`src/logic/clkgen_pkg.sv`:
```
// Constants and types shared by the clock source control block
package clkgen_pkg;

  // ****************************************************************
  // Register map on the bus
  // ****************************************************************
  localparam int ADDR_W = 8;
  localparam logic [ADDR_W-1:0] CTRL_ONE_ADDR = 8'h00;
  localparam logic [ADDR_W-1:0] CTRL_TWO_ADDR = 8'h04;
  localparam logic [ADDR_W-1:0] STATUS_ADDR = 8'h08;
  localparam logic [7:0] CTRL_ONE_RESET = 8'h04;
  localparam logic [7:0] CTRL_TWO_RESET = 8'h40;

  // ****************************************************************
  // Field positions
  // ****************************************************************
  localparam int SRC_SEL_HI = 7;
  localparam int SRC_SEL_LO = 6;
  localparam int REF_DIV_HI = 5;
  localparam int REF_DIV_LO = 3;
  localparam int REF_SEL_BIT = 2;
  localparam int IREF_OUT_BIT = 1;
  localparam int IREF_KEEP_BIT = 0;
  localparam int BUS_DIV_HI = 7;
  localparam int BUS_DIV_LO = 6;
  localparam int RANGE_BIT = 5;
  localparam int GAIN_BIT = 4;
  localparam int LOW_POWER_BIT = 3;
  localparam int XTAL_BIT = 2;
  localparam int EREF_OUT_BIT = 1;
  localparam int EREF_KEEP_BIT = 0;

  // ****************************************************************
  // Codes and timing
  // ****************************************************************
  localparam logic [1:0] SRC_LOOP = 2'h0;
  localparam logic [1:0] SRC_INT = 2'h1;
  localparam logic [1:0] SRC_EXT = 2'h2;
  localparam logic [1:0] SRC_RSVD = 2'h3;
  localparam int IDX_INT = 0;
  localparam int IDX_EXT = 1;
  // Loop runs 512 periods per reference period, two edges per period
  localparam int LOOP_EDGE_SHIFT = 10;

  typedef enum logic [5:0] {
    ENG_INT = 6'b00_0001,
    ENG_EXT = 6'b00_0010,
    BYP_INT = 6'b00_0100,
    BYP_INT_LP = 6'b00_1000,
    BYP_EXT = 6'b01_0000,
    BYP_EXT_LP = 6'b10_0000
  } mode_t;

endpackage

```
`src/logic/clk_path_if.sv`:
```
// Tick sources and selections passed to the output clock stage
`timescale 1ns/1ps
interface clk_path_if;
  logic loop_tick;
  logic int_tick;
  logic ext_tick;
  logic [1:0] src_sel;
  logic [1:0] bus_div;
  logic run;
  logic sys_clk;
  logic bus_clk;
  logic [1:0] active_sel;
  modport ctrl (
    output loop_tick, int_tick, ext_tick, src_sel, bus_div, run,
    input sys_clk, bus_clk, active_sel
  );
  modport stage (
    input loop_tick, int_tick, ext_tick, src_sel, bus_div, run,
    output sys_clk, bus_clk, active_sel
  );
endinterface

```
`src/logic/clock_source_control_regs.sv`:
```
// Clock source control registers with loop, references and outputs
//
// The AHB-Lite slave port and the placing of the registers were chosen for this implementation.
`timescale 1ns/1ps
// Behaviour
// RL1 - Source code 11 acts as 00
// RL2 - 00 loop, 01 internal, 10 external source
// RL3 - Reference divided by two to the code
// RL4 - Software keeps divided reference within limits
// RL5 - Reference select picks internal or external reference
// RL6 - Internal reference output follows its enable
// RL7 - Internal reference kept in stop when allowed
// RL8 - Bus divider divides by 1,2,4,8
// RL9 - Range bit drives oscillator range
// RL10 - Gain bit drives oscillator gain
// RL11 - Low power disables loop when bypassed
// RL12 - Source bit requests crystal or clock
// RL13 - External reference output follows its enable
// RL14 - External reference kept in stop when allowed
// RL15 - No package pins, all internal
// RL16 - Loop runs at 512 times divided reference
// RL17 - System clock twice the bus clock
// RL18 - Glitch-free switching of source and divider
module clock_source_control_regs
  import clkgen_pkg::*;
#(
  parameter int PERIOD_W = 16
) (
  input wire logic CLK_I,
  input wire logic SYS_RST_I,
  input wire logic HSEL_I,
  input wire logic [31:0] HADDR_I,
  input wire logic [1:0] HTRANS_I,
  input wire logic HWRITE_I,
  input wire logic [2:0] HSIZE_I,
  input wire logic HREADY_I,
  input wire logic [31:0] HWDATA_I,
  output logic [31:0] HRDATA_O,
  output logic HREADYOUT_O,
  output logic HRESP_O,
  input wire logic INT_REF_I,
  input wire logic EXT_REF_I,
  input wire logic STOP_I,
  input wire logic BACKGROUND_DEBUG_ACTIVE_I,
  output logic SYSTEM_CLOCK_OUT_O,
  output logic BUS_CLOCK_O,
  output logic INTERNAL_REF_CLOCK_OUT_O,
  output logic EXTERNAL_REF_CLOCK_OUT_O,
  output logic LOOP_ENABLE_O,
  output logic INT_REF_RUN_O,
  output logic EXT_REF_RUN_O,
  output logic OSC_HIGH_RANGE_O,
  output logic OSC_HIGH_GAIN_O,
  output logic OSC_CRYSTAL_O
);

  // All ports are on-chip nets; nothing here reaches a package pin
  // (RL15 holds by construction).

  logic [7:0] ctrl_one_reg;
  logic [7:0] ctrl_one_next;
  logic [7:0] ctrl_two_reg;
  logic [7:0] ctrl_two_next;
  logic wr_pend_reg;
  logic [ADDR_W-1:0] wr_addr_reg;
  logic [31:0] hrdata_reg;
  logic hreadyout_reg;
  logic [1:0] sync1_reg;
  logic [1:0] sync2_reg;
  logic [1:0] sync3_reg;
  logic [1:0] level_reg;
  logic [1:0] prev_reg;
  logic [1:0] edge_vec;
  logic [1:0] rise_vec;
  logic ref_rise;
  logic [6:0] ref_cnt_reg;
  logic div_pulse_reg;
  logic [PERIOD_W-1:0] per_cnt_reg;
  logic [PERIOD_W-1:0] period_reg;
  logic [PERIOD_W-1:0] loop_cnt_reg;
  logic loop_tick_reg;
  mode_t mode_reg;
  logic int_mode;
  logic ext_mode;
  logic low_power_mode;
  logic int_before_reg;
  logic ext_before_reg;
  logic int_run;
  logic ext_run;
  logic loop_en_reg;
  logic int_run_reg;
  logic ext_run_reg;
  logic int_out_reg;
  logic ext_out_reg;
  logic range_reg;
  logic gain_reg;
  logic xtal_reg;
  logic accept;
  logic [31:0] status;
  logic [ADDR_W-1:0] rd_addr;
  clk_path_if path ();

  // ****************************************************************
  // Helper functions
  // ****************************************************************

  // Mode from source, reference select, low power and debug state
  function automatic mode_t mode_of(input logic [1:0] src,
                                    input logic iref, input logic lp,
                                    input logic background_debug_active);
    logic lowp;
    lowp = lp && !background_debug_active; // RL11
    if (src == SRC_INT) begin
      return lowp ? BYP_INT_LP : BYP_INT;
    end
    if (src == SRC_EXT) begin
      return lowp ? BYP_EXT_LP : BYP_EXT;
    end
    return iref ? ENG_INT : ENG_EXT;
  endfunction

  // Half period of the loop in system cycles, never below one
  function automatic logic [PERIOD_W-1:0] loop_interval(
      input logic [PERIOD_W-1:0] per);
    logic [PERIOD_W-1:0] half;
    half = per >> LOOP_EDGE_SHIFT;
    return (half == '0) ? PERIOD_W'(1) : half;
  endfunction

  // ****************************************************************
  // Bus slave
  // ****************************************************************
  assign accept = HSEL_I && HTRANS_I[1] && HREADY_I;
  assign rd_addr = HADDR_I[ADDR_W-1:0];

  // Address phase of a write, completed in the next cycle
  always_ff @(posedge CLK_I) begin
    if (SYS_RST_I) begin
      wr_pend_reg <= 1'b0;
      wr_addr_reg <= '0;
    end else begin
      wr_pend_reg <= accept && HWRITE_I;
      wr_addr_reg <= rd_addr;
    end
  end

  // Data phase writes; reserved source code is stored as 00
  always_comb begin
    ctrl_one_next = ctrl_one_reg;
    ctrl_two_next = ctrl_two_reg;
    if (wr_pend_reg && wr_addr_reg == CTRL_ONE_ADDR) begin
      ctrl_one_next = HWDATA_I[7:0];
      if (HWDATA_I[SRC_SEL_HI:SRC_SEL_LO] == SRC_RSVD) begin
        ctrl_one_next[SRC_SEL_HI:SRC_SEL_LO] = SRC_LOOP; // RL1
      end
    end
    if (wr_pend_reg && wr_addr_reg == CTRL_TWO_ADDR) begin
      ctrl_two_next = HWDATA_I[7:0];
    end
  end

  always_ff @(posedge CLK_I) begin
    if (SYS_RST_I) begin
      ctrl_one_reg <= CTRL_ONE_RESET;
      ctrl_two_reg <= CTRL_TWO_RESET;
    end else begin
      ctrl_one_reg <= ctrl_one_next;
      ctrl_two_reg <= ctrl_two_next;
    end
  end

  assign status = {21'h00_0000, ext_run_reg, int_run_reg, loop_en_reg,
                   path.active_sel, mode_reg};

  // Read data from next values so a write then read is coherent
  always_ff @(posedge CLK_I) begin
    if (SYS_RST_I) begin
      hrdata_reg <= 32'h0000_0000;
      hreadyout_reg <= 1'b0;
    end else begin
      hreadyout_reg <= 1'b1;
      if (accept && !HWRITE_I) begin
        unique case (rd_addr)
          CTRL_ONE_ADDR: hrdata_reg <= {24'h00_0000, ctrl_one_next};
          CTRL_TWO_ADDR: hrdata_reg <= {24'h00_0000, ctrl_two_next};
          STATUS_ADDR: hrdata_reg <= status;
          default: hrdata_reg <= 32'h0000_0000;
        endcase
      end
    end
  end

  // ****************************************************************
  // Reference inputs
  // ****************************************************************

  // Three stages; level moves only when stages two and three agree
  always_ff @(posedge CLK_I) begin
    if (SYS_RST_I) begin
      sync1_reg <= 2'h0;
      sync2_reg <= 2'h0;
      sync3_reg <= 2'h0;
      level_reg <= 2'h0;
      prev_reg <= 2'h0;
    end else begin
      sync1_reg <= {EXT_REF_I, INT_REF_I};
      sync2_reg <= sync1_reg;
      sync3_reg <= sync2_reg;
      level_reg <= (~(sync2_reg ^ sync3_reg) & sync3_reg)
                 | ((sync2_reg ^ sync3_reg) & level_reg);
      prev_reg <= level_reg;
    end
  end

  assign edge_vec = level_reg ^ prev_reg;
  assign rise_vec = level_reg & ~prev_reg;
  assign ref_rise = ctrl_one_reg[REF_SEL_BIT] ? rise_vec[IDX_INT]
                                              : rise_vec[IDX_EXT]; // RL5

  // Divide the loop reference by 2^code
  always_ff @(posedge CLK_I) begin
    if (SYS_RST_I) begin
      ref_cnt_reg <= 7'h00;
      div_pulse_reg <= 1'b0;
    end else begin
      div_pulse_reg <= 1'b0;
      if (ref_rise) begin
        if (ref_cnt_reg >= 7'((8'h01 <<
            ctrl_one_reg[REF_DIV_HI:REF_DIV_LO]) - 8'h01)) begin // RL3
          ref_cnt_reg <= 7'h00;
          div_pulse_reg <= 1'b1;
        end else begin
          ref_cnt_reg <= ref_cnt_reg + 7'h01;
        end
      end
    end
  end

  // ****************************************************************
  // Locked loop model
  // ****************************************************************

  // Measure the divided reference period; saturates if it stalls
  always_ff @(posedge CLK_I) begin
    if (SYS_RST_I) begin
      per_cnt_reg <= '0;
      period_reg <= '0;
    end else if (div_pulse_reg) begin
      period_reg <= per_cnt_reg;
      per_cnt_reg <= PERIOD_W'(1);
    end else if (per_cnt_reg != '1) begin
      per_cnt_reg <= per_cnt_reg + PERIOD_W'(1);
    end
  end

  // Locks at once to 512x; no lock transient is modelled
  always_ff @(posedge CLK_I) begin
    if (SYS_RST_I) begin
      loop_cnt_reg <= '0;
      loop_tick_reg <= 1'b0;
    end else if (!loop_en_reg || period_reg == '0) begin
      loop_cnt_reg <= '0;
      loop_tick_reg <= 1'b0;
    end else if (loop_cnt_reg + PERIOD_W'(1)
                 >= loop_interval(period_reg)) begin // RL16
      loop_cnt_reg <= '0;
      loop_tick_reg <= 1'b1;
    end else begin
      loop_cnt_reg <= loop_cnt_reg + PERIOD_W'(1);
      loop_tick_reg <= 1'b0;
    end
  end

  // ****************************************************************
  // Mode and stop control
  // ****************************************************************
  always_ff @(posedge CLK_I) begin
    if (SYS_RST_I) begin
      mode_reg <= ENG_INT;
    end else begin
      mode_reg <= mode_of(ctrl_one_reg[SRC_SEL_HI:SRC_SEL_LO], // RL2
                          ctrl_one_reg[REF_SEL_BIT],
                          ctrl_two_reg[LOW_POWER_BIT],
                          BACKGROUND_DEBUG_ACTIVE_I);
    end
  end

  always_comb begin
    int_mode = 1'b0;
    ext_mode = 1'b0;
    low_power_mode = 1'b0;
    unique case (mode_reg)
      ENG_INT, BYP_INT: int_mode = 1'b1;
      BYP_INT_LP: begin
        int_mode = 1'b1;
        low_power_mode = 1'b1; // RL11
      end
      ENG_EXT, BYP_EXT: ext_mode = 1'b1;
      BYP_EXT_LP: begin
        ext_mode = 1'b1;
        low_power_mode = 1'b1; // RL11
      end
    endcase
  end

  // Mode held from before stop decides what survives the stop
  always_ff @(posedge CLK_I) begin
    if (SYS_RST_I) begin
      int_before_reg <= 1'b1;
      ext_before_reg <= 1'b0;
    end else if (!STOP_I) begin
      int_before_reg <= int_mode;
      ext_before_reg <= ext_mode;
    end
  end

  assign int_run = STOP_I
    ? (ctrl_one_reg[IREF_KEEP_BIT]
       && (ctrl_one_reg[IREF_OUT_BIT] || int_before_reg)) // RL7
    : (ctrl_one_reg[IREF_OUT_BIT] || int_mode);
  assign ext_run = STOP_I
    ? (ctrl_two_reg[EREF_KEEP_BIT]
       && (ctrl_two_reg[EREF_OUT_BIT] || ext_before_reg)) // RL14
    : (ctrl_two_reg[EREF_OUT_BIT] || ext_mode);

  // Registered enables and clock outputs
  always_ff @(posedge CLK_I) begin
    if (SYS_RST_I) begin
      loop_en_reg <= 1'b1;
      int_run_reg <= 1'b1;
      ext_run_reg <= 1'b0;
      int_out_reg <= 1'b0;
      ext_out_reg <= 1'b0;
    end else begin
      loop_en_reg <= !STOP_I && !low_power_mode; // RL11
      int_run_reg <= int_run;
      ext_run_reg <= ext_run;
      int_out_reg <= level_reg[IDX_INT] && int_run
                   && ctrl_one_reg[IREF_OUT_BIT]; // RL6
      ext_out_reg <= level_reg[IDX_EXT] && ext_run
                   && ctrl_two_reg[EREF_OUT_BIT]; // RL13
    end
  end

  // Oscillator controls, registered so the outputs are clean
  always_ff @(posedge CLK_I) begin
    if (SYS_RST_I) begin
      range_reg <= CTRL_TWO_RESET[RANGE_BIT];
      gain_reg <= CTRL_TWO_RESET[GAIN_BIT];
      xtal_reg <= CTRL_TWO_RESET[XTAL_BIT];
    end else begin
      range_reg <= ctrl_two_reg[RANGE_BIT]; // RL9
      gain_reg <= ctrl_two_reg[GAIN_BIT]; // RL10
      xtal_reg <= ctrl_two_reg[XTAL_BIT]; // RL12
    end
  end

  // ****************************************************************
  // Output clock stage
  // ****************************************************************
  assign path.loop_tick = loop_tick_reg;
  assign path.int_tick = edge_vec[IDX_INT];
  assign path.ext_tick = edge_vec[IDX_EXT];
  assign path.src_sel = ctrl_one_reg[SRC_SEL_HI:SRC_SEL_LO]; // RL2
  assign path.bus_div = ctrl_two_reg[BUS_DIV_HI:BUS_DIV_LO]; // RL8
  assign path.run = !STOP_I; // No system clock in stop

  clock_output_stage u_stage (
    .clk_i(CLK_I),
    .rst_i(SYS_RST_I),
    .path(path)
  );

  assign HRDATA_O = hrdata_reg;
  assign HREADYOUT_O = hreadyout_reg;
  assign HRESP_O = 1'b0;
  assign SYSTEM_CLOCK_OUT_O = path.sys_clk;
  assign BUS_CLOCK_O = path.bus_clk;
  assign INTERNAL_REF_CLOCK_OUT_O = int_out_reg;
  assign EXTERNAL_REF_CLOCK_OUT_O = ext_out_reg;
  assign LOOP_ENABLE_O = loop_en_reg;
  assign INT_REF_RUN_O = int_run_reg;
  assign EXT_REF_RUN_O = ext_run_reg;
  assign OSC_HIGH_RANGE_O = range_reg;
  assign OSC_HIGH_GAIN_O = gain_reg;
  assign OSC_CRYSTAL_O = xtal_reg;

  // ****************************************************************
  // Checks
  // ****************************************************************
  rsvd_code_a: assert property (@(posedge CLK_I) disable iff (SYS_RST_I)
    ctrl_one_reg[SRC_SEL_HI:SRC_SEL_LO] != SRC_RSVD) // RL1
    else $error("Reserved source code stored");
  mode_map_a: assert property (@(posedge CLK_I) disable iff (SYS_RST_I)
    ctrl_one_reg[SRC_SEL_HI:SRC_SEL_LO] == SRC_EXT
    |=> mode_reg inside {BYP_EXT, BYP_EXT_LP}) // RL2
    else $error("External source did not give a bypass external mode");
  ref_div_a: assert property (@(posedge CLK_I) disable iff (SYS_RST_I)
    (ref_rise && ctrl_one_reg[REF_DIV_HI:REF_DIV_LO] == 3'h0)
    |=> div_pulse_reg) // RL3
    else $error("Divide by one missed a reference edge");
  iref_out_a: assert property (@(posedge CLK_I) disable iff (SYS_RST_I)
    !ctrl_one_reg[IREF_OUT_BIT] |=> !INTERNAL_REF_CLOCK_OUT_O) // RL6
    else $error("Internal reference output active while disabled");
  iref_stop_a: assert property (@(posedge CLK_I) disable iff (SYS_RST_I)
    (STOP_I && !ctrl_one_reg[IREF_KEEP_BIT]) |=> !INT_REF_RUN_O) // RL7
    else $error("Internal reference ran in stop");
  loop_lp_a: assert property (@(posedge CLK_I) disable iff (SYS_RST_I)
    (mode_reg == BYP_INT_LP) |=> !LOOP_ENABLE_O) // RL11
    else $error("Loop enabled in low power bypass");
  eref_out_a: assert property (@(posedge CLK_I) disable iff (SYS_RST_I)
    !ctrl_two_reg[EREF_OUT_BIT] |=> !EXTERNAL_REF_CLOCK_OUT_O) // RL13
    else $error("External reference output active while disabled");
  eref_stop_a: assert property (@(posedge CLK_I) disable iff (SYS_RST_I)
    (STOP_I && ctrl_two_reg[EREF_KEEP_BIT] && ctrl_two_reg[EREF_OUT_BIT])
    |=> EXT_REF_RUN_O) // RL14
    else $error("External reference stopped though kept");
  stop_keep_c: cover property (@(posedge CLK_I) disable iff (SYS_RST_I)
    STOP_I && INT_REF_RUN_O);
  loop_run_c: cover property (@(posedge CLK_I) disable iff (SYS_RST_I)
    loop_tick_reg && mode_reg == ENG_INT);
  byp_ext_c: cover property (@(posedge CLK_I) disable iff (SYS_RST_I)
    mode_reg == BYP_EXT_LP);

endmodule // clock_source_control_regs

```
`src/logic/clock_output_stage.sv`:
```
// Glitch-free source switch, bus divider and system clock output
`timescale 1ns/1ps
module clock_output_stage
  import clkgen_pkg::*;
(
  input wire logic clk_i,
  input wire logic rst_i,
  clk_path_if.stage path
);

  logic [1:0] active_sel_reg;
  logic [1:0] active_div_reg;
  logic [2:0] cnt_reg;
  logic sys_clk_reg;
  logic bus_clk_reg;
  logic tick;
  logic toggle;
  logic switch_now;

  // Terminal count of the divider: 2^code - 1
  function automatic logic [2:0] div_limit(input logic [1:0] code);
    return 3'((4'h1 << code) - 4'h1);
  endfunction

  // Edge events of the selected source, one per half period
  always_comb begin
    unique case (active_sel_reg)
      SRC_INT: tick = path.int_tick;
      SRC_EXT: tick = path.ext_tick;
      default: tick = path.loop_tick;
    endcase
  end

  assign toggle = tick && path.run && (cnt_reg == div_limit(active_div_reg));

  // Pending change, taken in the low phase at a count boundary; the
  // count restarts so a tick on that edge cannot skew the new divider
  assign switch_now = !sys_clk_reg && cnt_reg == 3'h0
    && (path.src_sel != active_sel_reg || path.bus_div != active_div_reg);

  // Switch only in the low phase at a count boundary, so no runt
  always_ff @(posedge clk_i) begin
    if (rst_i) begin
      active_sel_reg <= SRC_LOOP;
      active_div_reg <= CTRL_TWO_RESET[BUS_DIV_HI:BUS_DIV_LO];
    end else if (switch_now) begin // RL18
      active_sel_reg <= path.src_sel;
      active_div_reg <= path.bus_div;
    end
  end

  // Divide the source edges, stopped while the unit is in stop
  always_ff @(posedge clk_i) begin
    if (rst_i) begin
      cnt_reg <= 3'h0;
      sys_clk_reg <= 1'b0;
      bus_clk_reg <= 1'b0;
    end else if (tick && path.run) begin
      cnt_reg <= (toggle || switch_now) ? 3'h0 : cnt_reg + 3'h1; // RL8
      if (toggle) begin
        sys_clk_reg <= !sys_clk_reg;
        if (!sys_clk_reg) begin
          bus_clk_reg <= !bus_clk_reg; // RL17
        end
      end
    end
  end

  assign path.sys_clk = sys_clk_reg;
  assign path.bus_clk = bus_clk_reg;
  assign path.active_sel = active_sel_reg;

  // ****************************************************************
  // Checks
  // ****************************************************************
  sel_switch_a: assert property (@(posedge clk_i) disable iff (rst_i) // RL18
    $changed(active_sel_reg) |-> $past(!sys_clk_reg))
    else $error("Source switched in high phase");
  bus_half_a: assert property (@(posedge clk_i) disable iff (rst_i) // RL17
    $changed(bus_clk_reg) |-> $rose(sys_clk_reg))
    else $error("Bus clock moved off a system rising edge");
  div_one_a: assert property (@(posedge clk_i) disable iff (rst_i) // RL8
    (active_div_reg == 2'h0 && tick && path.run) |=> $changed(sys_clk_reg))
    else $error("Divide by one missed an edge");
  switch_c: cover property (@(posedge clk_i) disable iff (rst_i)
    $changed(active_sel_reg));

endmodule // clock_output_stage

```
`config.mk`:
```
export PLATFORM = sky130hd
export DESIGN_NAME = clock_source_control_regs
export DESIGN_NICKNAME = d
export VERILOG_FILES = /design/src/logic/clkgen_pkg.sv /design/src/logic/clk_path_if.sv /design/src/logic/clock_source_control_regs.sv /design/src/logic/clock_output_stage.sv
export SDC_FILE = /design/constraint.sdc
export NUM_CORES = 1
export LEC_CHECK = 0
export BUFFER_PORTS_ARGS = -buffer_cell sky130_fd_sc_hd__clkbuf_2
export CORE_MARGIN = 3
export CORE_UTILIZATION = 40
export CTS_BUF_LIST = sky130_fd_sc_hd__clkbuf_4 sky130_fd_sc_hd__clkbuf_8 sky130_fd_sc_hd__clkbuf_16
export DETAILED_ROUTE_END_ITERATION = 8
export PLACE_DENSITY = 0.66
export SLEW_MARGIN = 20
export SYNTH_ARGS = -nofsm -noshare
export SYNTH_HDL_FRONTEND = slang
export SYNTH_SLANG_ARGS = --single-unit
```
`constraint.sdc`:
```
create_clock -name CLK_I -period 2.22 [get_ports CLK_I]
set_clock_uncertainty 0.2 [all_clocks]
set_input_delay 0.111 -clock CLK_I [delete_from_list [all_inputs] [get_ports CLK_I]]
set_output_delay 0.111 -clock CLK_I [all_outputs]
set_load 0.02 [all_outputs]
```
After elaboration in Yosys (flattened, before gate mapping). Index checks and enable logic that the tools add are counted.

Bits in registers: 150. Input bits: 78. Output and inout port bits: 44. Word-level logic and storage cells: 150.

Add/sub/neg operators: 6. Bitwise gates (word level): 10. Multiplexer cells: 31. $lt $le $gt $ge: 2. Equal/unequal tests: 18. Reductions and logical operators: 47. Shift-type cells: 2.

Operator list (count): 6-bit two-way mux (6); 11-bit case mux with 3 select lines (1); 16-bit by 1-bit adder with 16-bit output (second input constant) (2); 16-bit logical NOT (2); 1-bit logical AND (18); 8-bit by 3-bit == test with 1-bit output (second input constant) (2); 16-bit by 6-bit >= comparator with 1-bit output (1); 8-bit logical NOT (2); 1-bit two-way mux (16); 8-bit two-way mux (2); 16-bit inequality test (second input constant) (1); 3-bit OR reduction (3); 8-bit by 4-bit == test with 1-bit output (second input constant) (1); 2-bit OR reduction (4); 7-bit by 1-bit adder with 7-bit output (second input constant) (1); 7-bit >= comparator (1); 1-bit logical NOT (7); 1-bit logical OR (7); 7-bit two-way mux (1); 1-bit by 3-bit << shifter with 7-bit output (first input constant) (1); 7-bit by 1-bit subtractor with 7-bit output (second input constant) (1); 2-bit bitwise AND (3); 2-bit == test (second input constant) (3); 6-bit by 1-bit == test with 1-bit output (second input constant) (1); 23 further kinds (29).

Longest topological paths before layout.
Depth after elaboration: 7. Gate-level depth with buffers: 10. Gate-level depth less buffers: 10.

By module. Synthesis repeated with hierarchy kept, for this count alone.

Cell total of the unflattened synthesis: 617. Area total of the unflattened synthesis: 5745.5 um^2.

Modules (own cells, without submodules): clock_source_control_regs (area an instance 5138.7 um^2, sequential area each 2402.3 um^2, cells an instance 546, times used 1); clock_output_stage (area an instance 606.8 um^2, sequential area each 180.2 um^2, cells an instance 71, times used 1).

Worst setup path after synthesis. OpenSTA, ideal clock, no wires.

Path type: reg2reg. From: register period_reg[15]. To: register loop_tick_reg. Arrival time: 1991 ps. Data required time: 1886 ps. Library setup time: 134 ps. Cell stages (with the launch flop): 11. Period minus slack after synthesis: 2325 ps. Slack: -105 ps. Buffers on the path: 0. Cell sequence: dfxtp_1 nor4_1 nand3_1 nand2b_1 ha_1 nand2b_1 a21o_1 a211o_1 o2111ai_1 nand4b_4 nor2b_1.

Word-level cells in the longest chain between the ends: 4. Elaborated cells on any way between the ends: 7. Those cells by class: order compare (1); mux (2); reduce/logical (4).

Ends and longest elaborated chain: start: declaration (RTL line clock_source_control_regs.sv:79) `logic [PERIOD_W-1:0] period_reg;`; start signal: assignment (RTL line clock_source_control_regs.sv:249) `period_reg <= per_cnt_reg;`; 16-bit logical NOT (RTL line clock_source_control_regs.sv:127) `return (half == '0) ? PERIOD_W'(1) : half;`; 6-bit two-way mux (RTL line clock_source_control_regs.sv:127); 16-bit by 6-bit >= comparator with 1-bit output (RTL line clock_source_control_regs.sv:265) `>= loop_interval(period_reg)) begin`; 1-bit two-way mux (RTL line clock_source_control_regs.sv:264) `end else if (loop_cnt_reg + PERIOD_W'(1)`; end signal: assignment (RTL line clock_source_control_regs.sv:263) `loop_tick_reg <= 1'b0;`; end signal: assignment (RTL line clock_source_control_regs.sv:267) `loop_tick_reg <= 1'b1;`; end signal: assignment (RTL line clock_source_control_regs.sv:270) `loop_tick_reg <= 1'b0;`; end: declaration (RTL line clock_source_control_regs.sv:81) `logic loop_tick_reg;`.

Several ways; a longest one is shown, not always the timed one. A chain may end at the register's enable or synchronous reset.

Worst setup path after layout.
From: register period_reg[15]. To: register loop_cnt_reg[3].

Word-level cells in the longest chain between the ends: 4. Elaborated cells on any way between the ends: 6. Those cells by class: order compare (1); mux (1); reduce/logical (4).

Ends and longest elaborated chain: 16-bit logical NOT (RTL line clock_source_control_regs.sv:127); 6-bit two-way mux (RTL line clock_source_control_regs.sv:127); 16-bit by 6-bit >= comparator with 1-bit output (RTL line clock_source_control_regs.sv:265); 3-bit OR reduction (no source line) (*); end signal: assignment (RTL line clock_source_control_regs.sv:269) `loop_cnt_reg <= loop_cnt_reg + PERIOD_W'(1);`; end: declaration (RTL line clock_source_control_regs.sv:80) `logic [PERIOD_W-1:0] loop_cnt_reg;`.

Every way passes the cells marked *; elsewhere a longest branch is shown, timed or not.

==> results.yml <==
synthesis:
  ys_seq_area_share_pct: 45.5
  netlist-cell-type-count: 55
  synth_edf_count: 0
  synth_area_per_cell_sq_um: 9.41
  async_flop_share_pct: 0
  synth_cells: 603
  ys_ff_latch: 129
  ys.flop_type: "dfxtp_1"
  synth.cell_area_sq_mm: 0.00567
  ys_warn_count: 0
clocking:
  cts_buffers: 17
  clock_sinks: 129
  h-tree-depth: 4
  cts_tree: "built"
  clk_path_buf_depth: 2
  root_buffer: "clkbuf_16"
  clkTransAtPathRegs_ps: 50
  clkLatencyLatePin_ps: 420
route:
  num_vias: 4576
  ant_nets: 0
  drtIter0Drc: 267
  viasPerCell: 5.03
  dr.pass1.iters: 5
  wl_per_cell_microns: 13.9
  route.detailed.drc: 0
  wirelength_microns: 12700
global_routing:
  gr-usage-all-layers_pct: 16.4
  antenna_found_initial: 0
  grt_pass1_vias: 4537
  grt_max_degree: 65
  overflow: 0
  grt_pass1_wl_microns: 21100
setup_path:
  crit_chain: "nor4_2 > nand3_1 > nand2b_1 > ha_1 > nand2b_4 > a21o_1 > a211o_1 > o2111ai_2 > nand4b_4 > nor3b_1"
  crit_buf_inv: 0
  slowest_delay_ps: 320
  reg2reg_to: "loop_cnt_reg[3]$_SDFF_PP0_"
  endpoint_kind: "flip-flop"
  cp_slowest_cell: "dfxtp_2"
  path_delay_family: "simple AND/OR/NAND/NOR gates"
  r2r_slack_ps: -220
  startpoint_type: "flip-flop"
  cp_data_arrival_time_ps: 2570
  cp_max_fo: 7
  cp.required_ps: 2350
  ff2ff_path_depth: 10
  critical_path_class: "reg2reg"
  r2r-start: "period_reg[15]$_SDFFE_PP0P_"
die:
  ios: 122
  die_h_microns: 125
  core_area_sq_mm: 0.0136
  row_count: 42
  die_w_microns: 125
  fp.dieArea_sq_mm: 0.0156
  initial_core_util_pct: 41.8
cells_and_area:
  final_cell_mix: "dfxtp_1 (126), nor2_1 (64), clkbuf_2 (47)"
  fin_area_sq_mm: 0.00727
  syn_to_final_growth_pct: 28.1
  n_antenna_cell: 0
  layout-drive-gt1-share_pct: 19.9
  final_common_cell: "dfxtp_1"
  finish.net_count: 822
  utilization_pct: 53.6
hold_path:
  min_path_cells: 5
  min_from: "HREADY_I"
  hold_class: "in2reg"
  min_to: "HRDATA_O[10]$_SDFFE_PP0P_"
timing:
  max_slew_margin_pct: 61.6
  layout_setup_ws_ps: -220
  setup_viol: 7
  timing.hold.ws_ps: 217
  timing.final.crit_share_pct: 110
  fmax_mhz: 410
  rsz0062_at_grt: "true"
  setup_tns_ps: -1370
  layout_min_cycle_time_ps: 2440
  finalMaxSlewViolations: 0
  hold_viol: 0
  worst_pin_slew_ps: 569
run_status:
  violations: "negative setup slack"
  outcome: "finished, violations left"
placement:
  portBuffers: 47
  placed_area_sq_mm: 0.00626
  post-dp-hpwl_microns: 8590
  gp_congestion: 0.822
power:
  power.density_mw_per_mm2: 740
  cellLeakagePower_nw: 3.00
  ir_drop_mv: 0.513
flow_run:
  drv_cap: 0
cells in the mapped netlist (4+ instances only):
master	n	share of area, %
a21oi_1	17	1.5
clkbuf_1	14	0.93
nor3_1	15	1.3
xnor2_1	15	2.3
nor3b_1	8	1.1
xor2_1	17	2.6
nand4_1	9	0.99
nor4_1	6	0.66
ha_1	22	4.9
mux2i_1	40	7.1
nand3_1	26	2.3
dfxtp_1	129	46
a221oi_1	9	1.4
o21ai_0	14	1.2
and3_1	5	0.55
nor2b_1	27	3.0
buf_1	4	0.26
nor2_1	65	4.3
and2_1	7	0.77
inv_1	20	1.3
nand2b_1	8	0.88
a21boi_0	8	1.1
o22a_1	8	1.2
buf_4	22	2.9
or3_1	6	0.66
nand2_1	43	2.8
worst max-delay path by stage:
stage                                startpoint                         end  slack [ps]  cells past startpoint
floorplan           period_reg[12]$_SDFFE_PP0P_    loop_tick_reg$_SDFF_PP0_          -7                     10
global placement    period_reg[12]$_SDFFE_PP0P_    loop_tick_reg$_SDFF_PP0_        -120                     10
detailed placement  period_reg[12]$_SDFFE_PP0P_    loop_tick_reg$_SDFF_PP0_        -200                     10
CTS                 period_reg[15]$_SDFFE_PP0P_  loop_cnt_reg[3]$_SDFF_PP0_        -150                     10
global route        period_reg[15]$_SDFFE_PP0P_  loop_cnt_reg[3]$_SDFF_PP0_        -360                     10
finish              period_reg[15]$_SDFFE_PP0P_  loop_cnt_reg[3]$_SDFF_PP0_        -220                     10
metal layers:
layer	GRT usage (%)	routed length, microns
met3	5.03	568
met2	27.5	6180
met5	0	0
met4	6.12	214
met1	19.9	5700
stage by stage:
step / cells / setup WS, ps / total power, mW
floorplan: 634 / -7.28 / 2.56
global placement: 846 / -125 / 2.59
detailed placement: 846 / -196 / 2.60
CTS: 909 / -153 / 5.43
global route: 910 / -360 / 5.57
finish: 910 / -220 / 5.38
report_power, final:
| group | total (mW) | leakage, nW | internal (mW) | switching, mW |
|---|---|---|---|---|
| logic | 0.215 | 1.66 | 0.0861 | 0.129 |
| clock network | 2.79 | 0.291 | 1.82 | 0.974 |
| registers | 2.37 | 1.05 | 2.35 | 0.0239 |
logic make-up after synthesis:
family	Yosys count	synth area share, %
AO/OA/AOI/OAI	80	10.1
XOR/XNOR	32	4.94
adder cells (fa/ha/maj)	22	4.85
buffers and inverters	60	5.43
flip-flops	129	45.5
multiplexers	41	7.26
other	1	0.0661
AND/OR/NAND/NOR	238	21.8
layout make-up:
type / instances / area (sq um)
clock buffers: 20 / 460
clock inverters: 11 / 138
fillers: 1230 / 6290
inverters: 20 / 75.1
multi-input cells: 445 / 3000
flip-flops and latches: 129 / 2590
well taps: 176 / 220
repair buffers: 109 / 788
tightest hold or removal path, delay by kind of cell:
kind	cells	cell delay (ps)
AND/OR/NAND/NOR	3	500
AO/OA/AOI/OAI	1	100
buffers and inverters	1	80
timing repair:
action                                  4_1_cts  5_1_grt
pin swaps                                     7        8
hold buffers                                 25        0
gates cloned                                  0        0
setup buffers                                 7        1
resized for setup                             6       15
hold endpoints to repair                     55        0
endpoints found under the setup margin       15       28
No activity file was read; power rests on OpenSTA's default activity.
